==> src/logic/dts_pkg.sv <==
// Constants and types shared by the dual timestamp engine
`default_nettype none
package dts_pkg;
   // -------------------------------------------------------------------
   // Clock and timing
   // -------------------------------------------------------------------
   localparam int unsigned CLK_HZ          = 20_000_000;
   localparam int unsigned CLK_PERIOD_NS   = 1_000_000_000 / CLK_HZ;
   localparam int unsigned SAMPLE_PERIOD_US = 100;
   localparam int unsigned SAMPLE_CYCLES   =
      SAMPLE_PERIOD_US * (CLK_HZ / 1_000_000);
   localparam int unsigned FP_PERIOD_S     = 1;
   localparam int unsigned FP_CYCLES       = FP_PERIOD_S * CLK_HZ;

   // -------------------------------------------------------------------
   // Field widths and reset values
   // -------------------------------------------------------------------
   localparam int unsigned SYS_W   = 32;
   localparam int unsigned SEC_W   = 32;
   localparam int unsigned FRAC_W  = 32;
   localparam int unsigned PHASE_W = 32;
   localparam int unsigned PTP_SEC_W = 48;
   localparam logic [SYS_W-1:0]   SYS_RESET  = 32'h00000000;
   localparam logic [SEC_W-1:0]   SEC_RESET  = 32'h00000000;
   localparam logic [FRAC_W-1:0]  FRAC_RESET = 32'h00000000;
   localparam logic [PHASE_W-1:0] FREQ_RESET = 32'h80000000;

   // -------------------------------------------------------------------
   // Fraction steps per oscillator tick and rollover limits
   // -------------------------------------------------------------------
   localparam logic [FRAC_W-1:0] PTP_NS_LIMIT = 32'h3B9ACA00;
   localparam logic [FRAC_W-1:0] PTP_NS_STEP  = 32'h00000064;
   localparam logic [FRAC_W-1:0] NTP_STEP     = 32'h000001AE;
   localparam logic [FRAC_W-1:0] RTP_STEP     = 32'h00000001;

   // -------------------------------------------------------------------
   // Enumerations
   // -------------------------------------------------------------------
   typedef enum logic [1:0] {
      DTS_FMT_PTP,
      DTS_FMT_NTP,
      DTS_FMT_RTP
   } dts_fmt_t;

   typedef enum logic [1:0] {
      DTS_OP_SERVER,
      DTS_OP_CLIENT,
      DTS_OP_BOUNDARY,
      DTS_OP_HYBRID
   } dts_op_t;

   typedef enum logic [1:0] {
      DTS_AL_IDLE,
      DTS_AL_ARMED,
      DTS_AL_DONE
   } dts_align_t;
endpackage : dts_pkg
`default_nettype wire

==> src/logic/dts_engine.sv <==
// Dual timestamp engine: system time and oscillator driven insertion time
// How it works
// - Free 32-bit system time, never steered
// - Insertion time advanced by main loop oscillator
// - Insertion time counts in PTP, NTP or RTP
// - Both counters sampled on one clock edge
// - Arrivals stamped with system time
// - Departures stamped with insertion time, 1588 format
// - Oscillator steered by loop or CPU alike
// - Server inserts insertion time into sync messages
// - Seconds load, fraction cleared on next pps
// - System time runs on the system clock
// - Client opens loop, CPU sets centre frequency
// - Client frame pulse aligns to seconds rollover
// - Boundary engine inserting stamps, frame pulse not aligned (client only)
// - Hybrid: CPU overwrites absolute insertion time
`timescale 1ns/1ps
`default_nettype none
module dts_engine
   import dts_pkg::*;
#(
   parameter int unsigned FP_DIV = FP_CYCLES
) (
   // Clock, reset and enable
   input  wire logic                 clock,
   input  wire logic                 rst_b,
   input  wire logic                 clk_en,
   // Operating selection
   input  wire dts_pkg::dts_op_t     op_mode,
   input  wire dts_pkg::dts_fmt_t    fmt_sel,
   input  wire logic                 cpu_steer,
   // Oscillator steering
   input  wire logic [31:0]          loop_freq_word,
   input  wire logic [31:0]          cpu_freq_word,
   // CPU time writes
   input  wire logic                 sec_load,
   input  wire logic [31:0]          sec_value,
   input  wire logic                 time_write,
   input  wire logic [31:0]          time_sec,
   input  wire logic [31:0]          time_frac,
   // Alignment pulse pin
   input  wire logic                 pps_in,
   input  wire logic                 fp_align_en,
   // Packet events from the MAC ports
   input  wire logic                 rx_event,
   input  wire logic                 tx_event,
   input  wire logic                 tx_is_sync,
   // Live counters
   output logic [31:0]               sys_time,
   output logic [31:0]               ins_sec,
   output logic [31:0]               ins_frac,
   output logic                      align_armed,
   output logic                      align_done,
   // Snapshot pair
   output logic                      snap_valid,
   output logic [31:0]               snap_sys,
   output logic [31:0]               snap_sec,
   output logic [31:0]               snap_frac,
   // Packet stamps
   output logic                      rx_stamp_valid,
   output logic [31:0]               rx_stamp,
   output logic                      tx_stamp_valid,
   output logic [47:0]               tx_stamp_sec,
   output logic [31:0]               tx_stamp_ns,
   output logic                      sync_insert,
   // Frame pulse
   output logic                      frame_pulse
);
   import dts_pkg::*;
   // ---------------------------------------------------------------------
   // Declarations
   // ---------------------------------------------------------------------
   logic [SYS_W-1:0]   sys_q;
   logic [SEC_W-1:0]   sec_q, sec_d;
   logic [FRAC_W-1:0]  frac_q, frac_d, frac_step;
   logic [PHASE_W:0]   phase_sum;
   logic [PHASE_W-1:0] phase_q, freq_word;
   logic [FRAC_W:0]    frac_sum;
   logic               dco_tick, sec_roll, pps_rise, serving;
   logic               pps_meta_q, pps_sync_q, pps_last_q;
   dts_align_t         align_q;
   logic [31:0]        pend_sec_q, samp_cnt_q, fp_cnt_q;
   logic               fp_q, done_q, snap_v_q, rx_v_q, tx_v_q, ins_q;
   logic [31:0]        snap_sys_q, snap_sec_q, snap_frac_q, rx_q, tx_ns_q;
   logic [47:0]        tx_sec_q;
   // ---------------------------------------------------------------------
   // System time
   // ---------------------------------------------------------------------
   // Free counter on the system clock, no steering input at all
   always_ff @(posedge clock or negedge rst_b) begin
      if (!rst_b) begin
         sys_q <= SYS_RESET;
      end else if (clk_en) begin
         sys_q <= sys_q + 32'h00000001;
      end
   end

   // ---------------------------------------------------------------------
   // Oscillator
   // ---------------------------------------------------------------------
   // Same accumulator whichever source steers it
   assign freq_word = (cpu_steer || op_mode == DTS_OP_CLIENT) ?
                      cpu_freq_word : loop_freq_word;

   assign phase_sum = {1'b0, phase_q} + {1'b0, freq_word};
   assign dco_tick  = phase_sum[PHASE_W];

   // Phase accumulator, carry out is one oscillator tick
   always_ff @(posedge clock or negedge rst_b) begin
      if (!rst_b) begin
         phase_q <= FREQ_RESET;
      end else if (clk_en) begin
         phase_q <= phase_sum[PHASE_W-1:0];
      end
   end

   // ---------------------------------------------------------------------
   // Pps synchroniser and edge detect
   // ---------------------------------------------------------------------
   always_ff @(posedge clock or negedge rst_b) begin
      if (!rst_b) begin
         pps_meta_q <= 1'b0;
         pps_sync_q <= 1'b0;
         pps_last_q <= 1'b0;
      end else if (clk_en) begin
         pps_meta_q <= pps_in;
         pps_sync_q <= pps_meta_q;
         pps_last_q <= pps_sync_q;
      end
   end

   assign pps_rise = pps_sync_q && !pps_last_q;

   // ---------------------------------------------------------------------
   // Insertion time next value
   // ---------------------------------------------------------------------
   // Step and rollover follow the selected protocol format
   always_comb begin
      case (fmt_sel)
         DTS_FMT_NTP: frac_step = NTP_STEP;
         DTS_FMT_RTP: frac_step = RTP_STEP;
         default:     frac_step = PTP_NS_STEP;
      endcase
   end

   assign frac_sum = {1'b0, frac_q} + {1'b0, frac_step};

   always_comb begin
      sec_d    = sec_q;
      frac_d   = frac_q;
      sec_roll = 1'b0;
      if (dco_tick) begin
         case (fmt_sel)
            DTS_FMT_NTP: begin
               frac_d   = frac_sum[FRAC_W-1:0];
               sec_roll = frac_sum[FRAC_W];
            end
            DTS_FMT_RTP: frac_d = frac_sum[FRAC_W-1:0];
            default: begin
               if (frac_sum[FRAC_W-1:0] >= PTP_NS_LIMIT) begin
                  frac_d   = frac_sum[FRAC_W-1:0] - PTP_NS_LIMIT;
                  sec_roll = 1'b1;
               end else begin
                  frac_d = frac_sum[FRAC_W-1:0];
               end
            end
         endcase
         if (sec_roll) begin
            sec_d = sec_q + 32'h00000001;
         end
      end
      // Pps clears the fraction, unless a new load replaces the seconds
      if (align_q == DTS_AL_ARMED && pps_rise && !sec_load) begin
         sec_d    = pend_sec_q;
         frac_d   = FRAC_RESET;
         sec_roll = 1'b1;
      end
      // Absolute overwrite wins over counting
      if (time_write) begin
         sec_d  = time_sec;
         frac_d = time_frac;
      end
   end

   // Insertion time registers
   always_ff @(posedge clock or negedge rst_b) begin
      if (!rst_b) begin
         sec_q  <= SEC_RESET;
         frac_q <= FRAC_RESET;
      end else if (clk_en) begin
         sec_q  <= sec_d;
         frac_q <= frac_d;
      end
   end

   // ---------------------------------------------------------------------
   // Seconds alignment sequence
   // ---------------------------------------------------------------------
   // Seconds are held until the pps edge so both land in one second
   always_ff @(posedge clock or negedge rst_b) begin
      if (!rst_b) begin
         align_q    <= DTS_AL_IDLE;
         pend_sec_q <= SEC_RESET;
         done_q     <= 1'b0;
      end else if (clk_en) begin
         done_q <= 1'b0;
         case (align_q)
            DTS_AL_ARMED: begin
               if (sec_load) begin
                  pend_sec_q <= sec_value;
               end else if (time_write) begin
                  align_q <= DTS_AL_IDLE;
               end else if (pps_rise) begin
                  done_q  <= 1'b1;
                  align_q <= DTS_AL_DONE;
               end
            end
            // Idle or just done: a load arms again, never lost
            default: begin
               if (sec_load) begin
                  pend_sec_q <= sec_value;
                  align_q    <= DTS_AL_ARMED;
               end else begin
                  align_q <= DTS_AL_IDLE;
               end
            end
         endcase
      end
   end

   // ---------------------------------------------------------------------
   // Simultaneous sampling
   // ---------------------------------------------------------------------
   // Both counters caught on the same edge and held as one pair
   always_ff @(posedge clock or negedge rst_b) begin
      if (!rst_b) begin
         samp_cnt_q  <= 32'h00000000;
         snap_v_q    <= 1'b0;
         snap_sys_q  <= SYS_RESET;
         snap_sec_q  <= SEC_RESET;
         snap_frac_q <= FRAC_RESET;
      end else if (clk_en) begin
         snap_v_q <= 1'b0;
         if (samp_cnt_q == SAMPLE_CYCLES - 1) begin
            samp_cnt_q  <= 32'h00000000;
            snap_v_q    <= 1'b1;
            snap_sys_q  <= sys_q;
            snap_sec_q  <= sec_q;
            snap_frac_q <= frac_q;
         end else begin
            samp_cnt_q <= samp_cnt_q + 32'h00000001;
         end
      end
   end

   // ---------------------------------------------------------------------
   // Packet stamps
   // ---------------------------------------------------------------------
   // Arrivals always in system time
   always_ff @(posedge clock or negedge rst_b) begin
      if (!rst_b) begin
         rx_v_q <= 1'b0;
         rx_q   <= SYS_RESET;
      end else if (clk_en) begin
         rx_v_q <= rx_event;
         if (rx_event) begin
            rx_q <= sys_q;
         end
      end
   end

   assign serving = op_mode == DTS_OP_SERVER || op_mode == DTS_OP_BOUNDARY
                    || op_mode == DTS_OP_HYBRID;

   // Departures in insertion time, 48-bit seconds and nanoseconds
   always_ff @(posedge clock or negedge rst_b) begin
      if (!rst_b) begin
         tx_v_q   <= 1'b0;
         tx_sec_q <= 48'h000000000000;
         tx_ns_q  <= FRAC_RESET;
         ins_q    <= 1'b0;
      end else if (clk_en) begin
         tx_v_q <= tx_event;
         ins_q  <= tx_event && tx_is_sync && serving;
         if (tx_event) begin
            tx_sec_q <= {16'h0000, sec_q};
            tx_ns_q  <= frac_q;
         end
      end
   end

   // ---------------------------------------------------------------------
   // One hertz frame pulse
   // ---------------------------------------------------------------------
   // Free divider, or the insertion seconds rollover when aligned
   always_ff @(posedge clock or negedge rst_b) begin
      if (!rst_b) begin
         fp_cnt_q <= 32'h00000000;
         fp_q     <= 1'b0;
      end else if (clk_en) begin
         if (fp_align_en && op_mode == DTS_OP_CLIENT) begin
            fp_cnt_q <= 32'h00000000;
            fp_q     <= sec_roll || (sec_d != sec_q);
         end else if (fp_cnt_q == FP_DIV - 1) begin
            fp_cnt_q <= 32'h00000000;
            fp_q     <= 1'b1;
         end else begin
            fp_cnt_q <= fp_cnt_q + 32'h00000001;
            fp_q     <= 1'b0;
         end
      end
   end

   // ---------------------------------------------------------------------
   // Outputs
   // ---------------------------------------------------------------------
   assign sys_time       = sys_q;
   assign ins_sec        = sec_q;
   assign ins_frac       = frac_q;
   assign align_armed    = align_q == DTS_AL_ARMED;
   assign align_done     = done_q;
   assign snap_valid     = snap_v_q;
   assign snap_sys       = snap_sys_q;
   assign snap_sec       = snap_sec_q;
   assign snap_frac      = snap_frac_q;
   assign rx_stamp_valid = rx_v_q;
   assign rx_stamp       = rx_q;
   assign tx_stamp_valid = tx_v_q;
   assign tx_stamp_sec   = tx_sec_q;
   assign tx_stamp_ns    = tx_ns_q;
   assign sync_insert    = ins_q;
   assign frame_pulse    = fp_q;
endmodule : dts_engine
`default_nettype wire

==> config.mk <==
export PLATFORM = sky130hd
export DESIGN_NAME = dts_engine
export DESIGN_NICKNAME = d
export VERILOG_FILES = /design/src/logic/dts_pkg.sv /design/src/logic/dts_engine.sv
export SDC_FILE = /design/constraint.sdc
export NUM_CORES = 1
export LEC_CHECK = 0
export BUFFER_PORTS_ARGS = -buffer_cell sky130_fd_sc_hd__buf_2
export CAP_MARGIN = 15
export CORE_MARGIN = 1
export CORE_UTILIZATION = 39
export DETAILED_ROUTE_END_ITERATION = 12
export PLACE_DENSITY = 0.59
export SLEW_MARGIN = 20
export SYNTH_ARGS = -nofsm -noshare
export SYNTH_HDL_FRONTEND = slang
export SYNTH_SLANG_ARGS = --single-unit
==> constraint.sdc <==
create_clock -name clock -period 11.81 [get_ports clock]
set_clock_uncertainty 0.1 [all_clocks]
set_input_delay 1.7715 -clock clock [delete_from_list [all_inputs] [get_ports clock]]
set_output_delay 1.7715 -clock clock [all_outputs]
set_load 0.03 [all_outputs]
==> results of run 1 <==
metrics by stage:
stage                     hold slack (ns)  instances   util  total power (W)  setup slack, ns
after global placement              0.357       3302  0.446          0.00400             4.27
after floorplan                     0.347       2177      -          0.00342             5.63
after detailed placement            0.365       3303  0.446          0.00404             4.05
after CTS                           0.380       3397  0.478          0.00577             4.67
after global routing                0.395       3410  0.479          0.00604             4.51
final                               0.371       3415  0.479          0.00574             4.83
synth_stat cells, drive strengths merged, types with 32 or more instances:
master / n / share of area
dfrtp: 426 / 0.47
xnor2: 113 / 0.044
nand3: 64 / 0.014
nand4: 36 / 0.010
and3: 56 / 0.015
o21ai: 134 / 0.030
ha: 45 / 0.025
clkbuf: 92 / 0.015
nor2: 130 / 0.022
a21oi: 98 / 0.022
xor2: 73 / 0.029
mux2: 261 / 0.13
buf: 41 / 0.011
nor3: 32 / 0.0071
inv: 52 / 0.0086
nand2: 188 / 0.031
flip-flops by register name, summed over array words and instances, names as in the netlist, 2 cells and up:
name and flops:
fp_cnt_q 32, snap_sec 32, phase_q 32, snap_sys 32, rx_stamp 32, snap_frac 32
tx_stamp_ns 32, ins_sec 32, sys_time 32, samp_cnt_q 32, tx_stamp_sec 32, ins_frac 32
align_q 2, pend_sec_q 32
worst paths after layout:
path	to	slack [ns]
max in group asynchronous	snap_sys[28]	8.38
max reg2reg	ins_sec[19]	6.47
min reg2reg	tx_stamp_ns[19]	0.37
min in group asynchronous	snap_frac[18]	1.05
max	ins_sec[19]	4.83
min	tx_stamp_ns[19]	0.37
cell usage in the layout, fill, tap and decap left out, drive strengths merged, types with 32 or more instances in the layout:
master	n
xor2	73
nand3	64
nor3	32
inv	57
nand4	36
and3	56
a21oi	98
ha	45
dfrtp	426
clkbuf	63
buf	495
nand2	188
o21ai	134
xnor2	113
nor2	130
mux2	261
kinds of logic (layout without fill, tap and decap cells):
family                     Yosys count  count (layout)  share of synthesized area
AOI/OAI and AO/OA                  451             451                      0.135
xor gates and xnor gates           186             186                     0.0721
adders and majority gates           47              47                     0.0261
buffers and inverters              186             642                     0.0351
DFF                                427             427                      0.471
muxes                              264             264                      0.131
other                                1              33                   0.000165
and+or+nand+nor                    600             600                      0.130
worst register-to-register path: stages (launching register included):
cell and delay (ns):
dfrtp_1 0.60, xor2_1 0.20, ha_1 0.19, nand2_1 0.09
a311o_1 0.44, o211a_4 0.37, nor4_2 0.43, nor3_1 0.08
a311o_1 0.59, a21boi_0 0.29, nand2b_1 0.34, a211oi_4 0.79
nand2_1 0.28, o31ai_1 0.30, a22o_1 0.19
layout make-up:
cell class              instances  area [um^2]  share of cell area
multi-input cells            1564        11300               0.410
flip-flops and latches        427        10700               0.387
clock buffers                  63         1390              0.0504
clock inverters                31          434              0.0157
well taps                     765          957              0.0347
diodes                         17         42.5             0.00154
repair buffers                495         2580              0.0934
inverters                      53          199             0.00721
layer usage:
metal	share of wire	vias to the layer above	global-route usage	wire length, um
li1	-	8635	-	-
met1	0.42	9371	0.308	30500
met2	0.47	703	0.382	33600
met3	0.077	157	0.0583	5560
met4	0.030	10	0.0840	2150
met5	0.00090	-	0	65
report_power, final:
group	total, W	internal, W	switching [W]
logic	0.00197	0.000753	0.00121
registers	0.00207	0.00172	0.000352
clock network	0.00171	0.00102	0.000685
total	0.00574	0.00349	0.00225
==> run_results.csv, run 1 <==
group,metric,value,unit
sta,setup_tns,0,ns
place,port_buffers,469,
floorplan,die_w,243,um
routing,wl_per_cell,21.0,um
cts,cts_resized,0,
cts,cts_setup_buffers,0,
cts,cts_tree,"yes",
routing,drc,0,
worst_setup_path,worstReg2RegStart,"ins_frac[1]",
grt,grt_max_degree,104,
sta,finalHoldViolCount,0,
synth,synth_cell_types,98,
worst_setup_path,cp_slowest_stage_delay,0.79,ns
sta,maxSlewHeadroom,0.287,
worst_setup_path,cp-startpoint,"op_mode[0]",
power_and_ir_drop,powerDensity,208,nW/um^2
worst_setup_path,path_cells,"buf_2 -> nor2b_1 -> nor2_2 -> buf_4 -> mux2_2 -> ha_1 -> a21o_1 -> a21oi_1 -> o31a_1 -> a311oi_1 -> o21ai_1 -> o31ai_2 -> and2_0 -> nand2b_1 -> a211oi_4 -> nand2_1 -> o31ai_1 -> a22o_1",
synth,synth-seq-cells,427,
place,placed_area,25700,um^2
power_and_ir_drop,ir_drop,0.000165,V
worst_setup_path,crit_required,12.26,ns
floorplan,boundaryPins,486,
sta,period_share,0.591,
layout,drive_above_1_share,0.338,
cts,cts_buffers,50,
worst_setup_path,critical-path-top-delay-family,"compound AO/OA/AOI/OAI gates",
routing,ant_nets,0,
synth,synth-edff-count,0,
grt,grt_pass1_vias,18700,
worst_hold_path,min_from,"tx_stamp_ns[19]",
routing,vias,18900,
sta,setup_violations,0,
cts,cts_max_level,2,
floorplan,die_h,243,um
grt,antenna_found_initial,24,
layout,stdcell_area,27600,um^2
sta,drv_slew,0,
synth,postSynthCellCount,2162,
grt,grt_overflow,0,
sta,max_freq,143,MHz
synth,synth_seq_area_share,0.471,
synth,synthFlopType,"dfrtp_1",
power_and_ir_drop,cellLeakagePower,13.3,nW
synth,synthArstFlopShare,1.00,
synth,synth_warnings,0,
worst_hold_path,hold_path_class,"reg -> reg",
cts,ctsHoldBuffers,0,
worst_setup_path,cp.depth,18,
synth,avgSynthCellArea,10.5,um^2
layout,layout.nets,2812,
routing,drtPass1Iterations,6,
sta,rsz0062_at_grt,"no",
cts,cts_buffer_depth,3,
floorplan,core_area,57600,um^2
grt,grt_use_total,0.237,
worst_setup_path,crit_buf_inv,2,
worst_setup_path,path_max_fanout,32,
run_status,status,"completed",
cts,clock-sinks,427,
layout,fillers,5378,
worst_setup_path,cp_slowest_cell,"a211oi_4",
cts,clk_pin_slew,0.07,ns
worst_setup_path,cp-end-kind,"flop",
routing,vias_per_cell,5.53,
worst_setup_path,crit_type,"in -> reg",
sta,min_period,6.98,ns
floorplan,rows,88,
layout,syn_to_final_growth,21.6,%
cts,clock_latency,0.63,ns
cts,cts_root_buf,"clkbuf_16",
sta,max_slew.worst_pin.slew,1.07,ns
routing,routed_wl,71900,um
flow_run,drv_cap,0,
synth,netlist_area,22700,um^2
worst_setup_path,rr_worst_depth,14,
worst_setup_path,cp-start-kind,"primary input",
floorplan,start_util,0.394,
worst_hold_path,worstHoldPathCells,2,
grt,grt_pass1_wl,110000,um
worst_setup_path,worstPathArrival,7.43,ns
place,routabilityCongestion,0.892,
routing,drt_iter0_markers,1170,
floorplan,dieArea,59200,um^2
place,dp_hpwl,51900,um
Note: power is estimated with default switching activity, not from simulation.
==> inputs of run 2 (changes only) <==
--- a/config.mk
+++ b/config.mk
@@ -5,6 +5,7 @@
 export SDC_FILE = /design/constraint.sdc
 export NUM_CORES = 1
 export LEC_CHECK = 0
+export ABC_AREA = 1
 export BUFFER_PORTS_ARGS = -buffer_cell sky130_fd_sc_hd__buf_2
 export CAP_MARGIN = 15
 export CORE_MARGIN = 1
==> constraint.sdc (replaced) <==
create_clock -name clock -period 7.15 [get_ports clock]
set_clock_uncertainty 0.1 [all_clocks]
set_input_delay 1.0725 -clock clock [delete_from_list [all_inputs] [get_ports clock]]
set_output_delay 1.0725 -clock clock [all_outputs]
set_load 0.03 [all_outputs]
==> run_results.csv, run 2 <==
group,metric,value,unit
run_status,status,"completed",
cts,cts_tree,"yes",
cts,clock_latency,0.58,ns
layout,fillers,5842,
layout,syn_to_final_growth,20.8,%
synth,synthArstFlopShare,1.00,
worst_setup_path,cp-start-kind,"primary input",
power_and_ir_drop,p_clk_frac,0.294,
place,routabilityCongestion,0.935,
worst_setup_path,crit_type,"in -> reg",
routing,vias_per_cell,5.06,
floorplan,die_w,246,um
floorplan,core_area,58100,um^2
grt,antenna_found_initial,12,
place,dp_hpwl,54200,um
grt,grt_pass1_wl,115000,um
synth,yosys.area.top_type,"dfrtp_1",
cts,clock-sinks,427,
synth,yosysMostFrequentCell,"nand2_1",
cts,cts_max_level,2,
sta,min_period,6.05,ns
routing,drt_iter0_markers,1439,
power_and_ir_drop,p_sw,0.00382,W
synth,synth-edff-count,0,
sta,period_share,0.846,
worst_setup_path,worstPathArrival,6.42,ns
synth,synthFlopType,"dfrtp_1",
power_and_ir_drop,p_sw_frac,0.406,
cts,cts_root_buf,"clkbuf_16",
sta,setup_tns,0,ns
floorplan,start_util,0.398,
sta,setup_violations,0,
grt,grt_pass1_vias,20200,
worst_setup_path,cp-end-kind,"flop",
synth,synth_top_area_frac,0.461,
floorplan,die_h,246,um
cts,clk_pin_slew,0.06,ns
synth,synth_cell_types,54,
synth,synth-seq-cells,427,
flow_run,drv_cap,0,
routing,vias,21200,
routing,wl_per_cell,17.6,um
place,post-place-cells,4095,
routing,drc,0,
sta,rsz0062_at_grt,"no",
synth,synth_warnings,0,
cts,cts_setup_buffers,0,
power_and_ir_drop,powerDensity,337,nW/um^2
layout,drive_above_1_share,0.205,
sta,maxSlewHeadroom,0.284,
cts,cts_buffer_depth,3,
layout,final_common_cell,"nand2_1",
synth,netlist_area,23100,um^2
synth,avgSynthCellArea,7.83,um^2
layout,layout.nets,3601,
cts,ctsHoldBuffers,0,
cts,cts_resized,0,
synth,synth_area_leaders,"dfrtp_1, nand2_1, o21ai_0, inv_1, nand3_1",
synth,synth_seq_area_share,0.462,
routing,drtPass1Iterations,6,
grt,grt_use_total,0.242,
worst_hold_path,hold_path_class,"in -> async",
worst_setup_path,crit_required,7.52,ns
layout,mostFrequentLayoutCells,"nand2_1, buf_2, dfrtp_1",
sta,max_freq,165,MHz
sta,finalHoldViolCount,0,
sta,max_slew.worst_pin.slew,1.07,ns
synth,postSynthCellCount,2955,
grt,grt_max_degree,181,
place,port_buffers,469,
power_and_ir_drop,cellLeakagePower,14.5,nW
power_and_ir_drop,seq_power_share,0.342,
grt,grt_overflow,0,
synth,synth_common_cells,"nand2_1, dfrtp_1, o21ai_0",
power_and_ir_drop,internal-power,0.00559,W
floorplan,dieArea,60300,um^2
floorplan,rows,88,
power_and_ir_drop,p_comb_frac,0.363,
power_and_ir_drop,ir_drop,0.000295,V
routing,routed_wl,73800,um
layout,stdcell_count,4189,
worst_setup_path,path_max_fanout,47,
cts,cts_buffers,48,
sta,drv_slew,0,
floorplan,boundaryPins,486,
routing,ant_nets,0,
run 2: changes by cell type after synthesis, sizes merged, moves of 27 or more:
cell / previous run / this run
nand2: 188 / 823
inv: 52 / 308
mux2: 261 / 61
o21ai: 134 / 334
nand3: 64 / 183
xnor2: 113 / 21
nor2: 130 / 194
and3: 56 / 1
nor3: 32 / 65
a21o: 30 / 3
run 2: final timing paths:
| path | end | slack (ns) | depth (start not counted) | from |
|---|---|---|---|---|
| max | frame_pulse | 1.10 | 28 | op_mode[0] |
| min | rx_stamp[13] | 0.36 | 1 | rst_b |
| max reg2reg | frame_pulse | 2.19 | 35 | ins_frac[1] |
| min reg2reg | samp_cnt_q[31] | 0.37 | 1 | samp_cnt_q[31] |
| max in group asynchronous | sys_time[25] | 5.19 | 2 | rst_b |
| min in group clock | samp_cnt_q[31] | 0.37 | 1 | samp_cnt_q[31] |
run 2: routing by layer:
layer,GRT usage,up-vias,share of wire
met4,0.0680,14,0.023
met5,0,-,0.0013
met3,0.0555,110,0.076
li1,-,10500,-
met2,0.379,677,0.44
met1,0.334,9890,0.45
run 2: layout make-up:
cell class              count  area (um^2)  share of cell area
repair buffers            485         2530              0.0904
inverters                 309         1160              0.0416
clock inverters            29          437              0.0156
multi-input cells        2109        10800               0.387
clock buffers              60         1350              0.0482
flip-flops and latches    427        10700               0.382
well taps                 765          957              0.0342
diodes                      5         12.5            0.000448
run 2: logic make-up (layout without fill, tap and decap cells):
group / after synthesis / in the layout / share of synthesized area
compound gates: 505 / 505 / 0.117
xor+xnor: 96 / 96 / 0.0367
fa+ha+maj: 46 / 46 / 0.0252
buf+inv: 434 / 883 / 0.0747
flops: 427 / 427 / 0.462
mux: 61 / 61 / 0.0297
other cells: 1 / 21 / 0.000162
simple gates: 1385 / 1385 / 0.255
run 2: through the flow:
step	total power, W	setup WS (ns)	utilization	instance area [um^2]	hold slack (ns)
after floorplan	0.00558	2.08	-	23200	0.342
after global placement	0.00665	0.628	0.450	26100	0.350
after detailed placement	0.00665	0.554	0.450	26100	0.358
after CTS	0.00948	1.17	0.480	27900	0.371
after global routing	0.0100	0.603	0.481	27900	0.385
final	0.00941	1.10	0.481	27900	0.363
run 2: power by group through the flow:
| stage | Sequential (W) | Clock, W | Combinational, W |
|---|---|---|---|
| 2_1_floorplan | 0.00365 | 0 | 0.00193 |
| 3_3_place_gp | 0.00326 | 0 | 0.00339 |
| 3_5_place_dp | 0.00325 | 0 | 0.00340 |
| 4_1_cts | 0.00321 | 0.00285 | 0.00342 |
| 5_1_grt | 0.00328 | 0.00294 | 0.00380 |
| 6_report | 0.00322 | 0.00277 | 0.00342 |
run 2: worst max-delay path, cell delays in order:
cell	delay (ns)
buf_2	0.07
inv_1	0.05
nor2_1	0.51
or2_2	0.47
buf_12	0.22
mux2_2	0.17
ha_1	0.17
fa_1	0.22
a31oi_1	0.12
o21ai_1	0.23
a31oi_1	0.20
o21ai_1	0.36
a21oi_1	0.13
buf_4	0.20
nor2_4	0.81
nand2_2	0.29
o21ai_1	0.20
nand2_1	0.07
o21bai_1	0.15
nand2_1	0.09
nand2_1	0.07
nand2_1	0.05
nor2_1	0.12
nand2_1	0.08
nor2_1	0.10
nand2_1	0.05
nand2_1	0.05
nand2_1	0.06
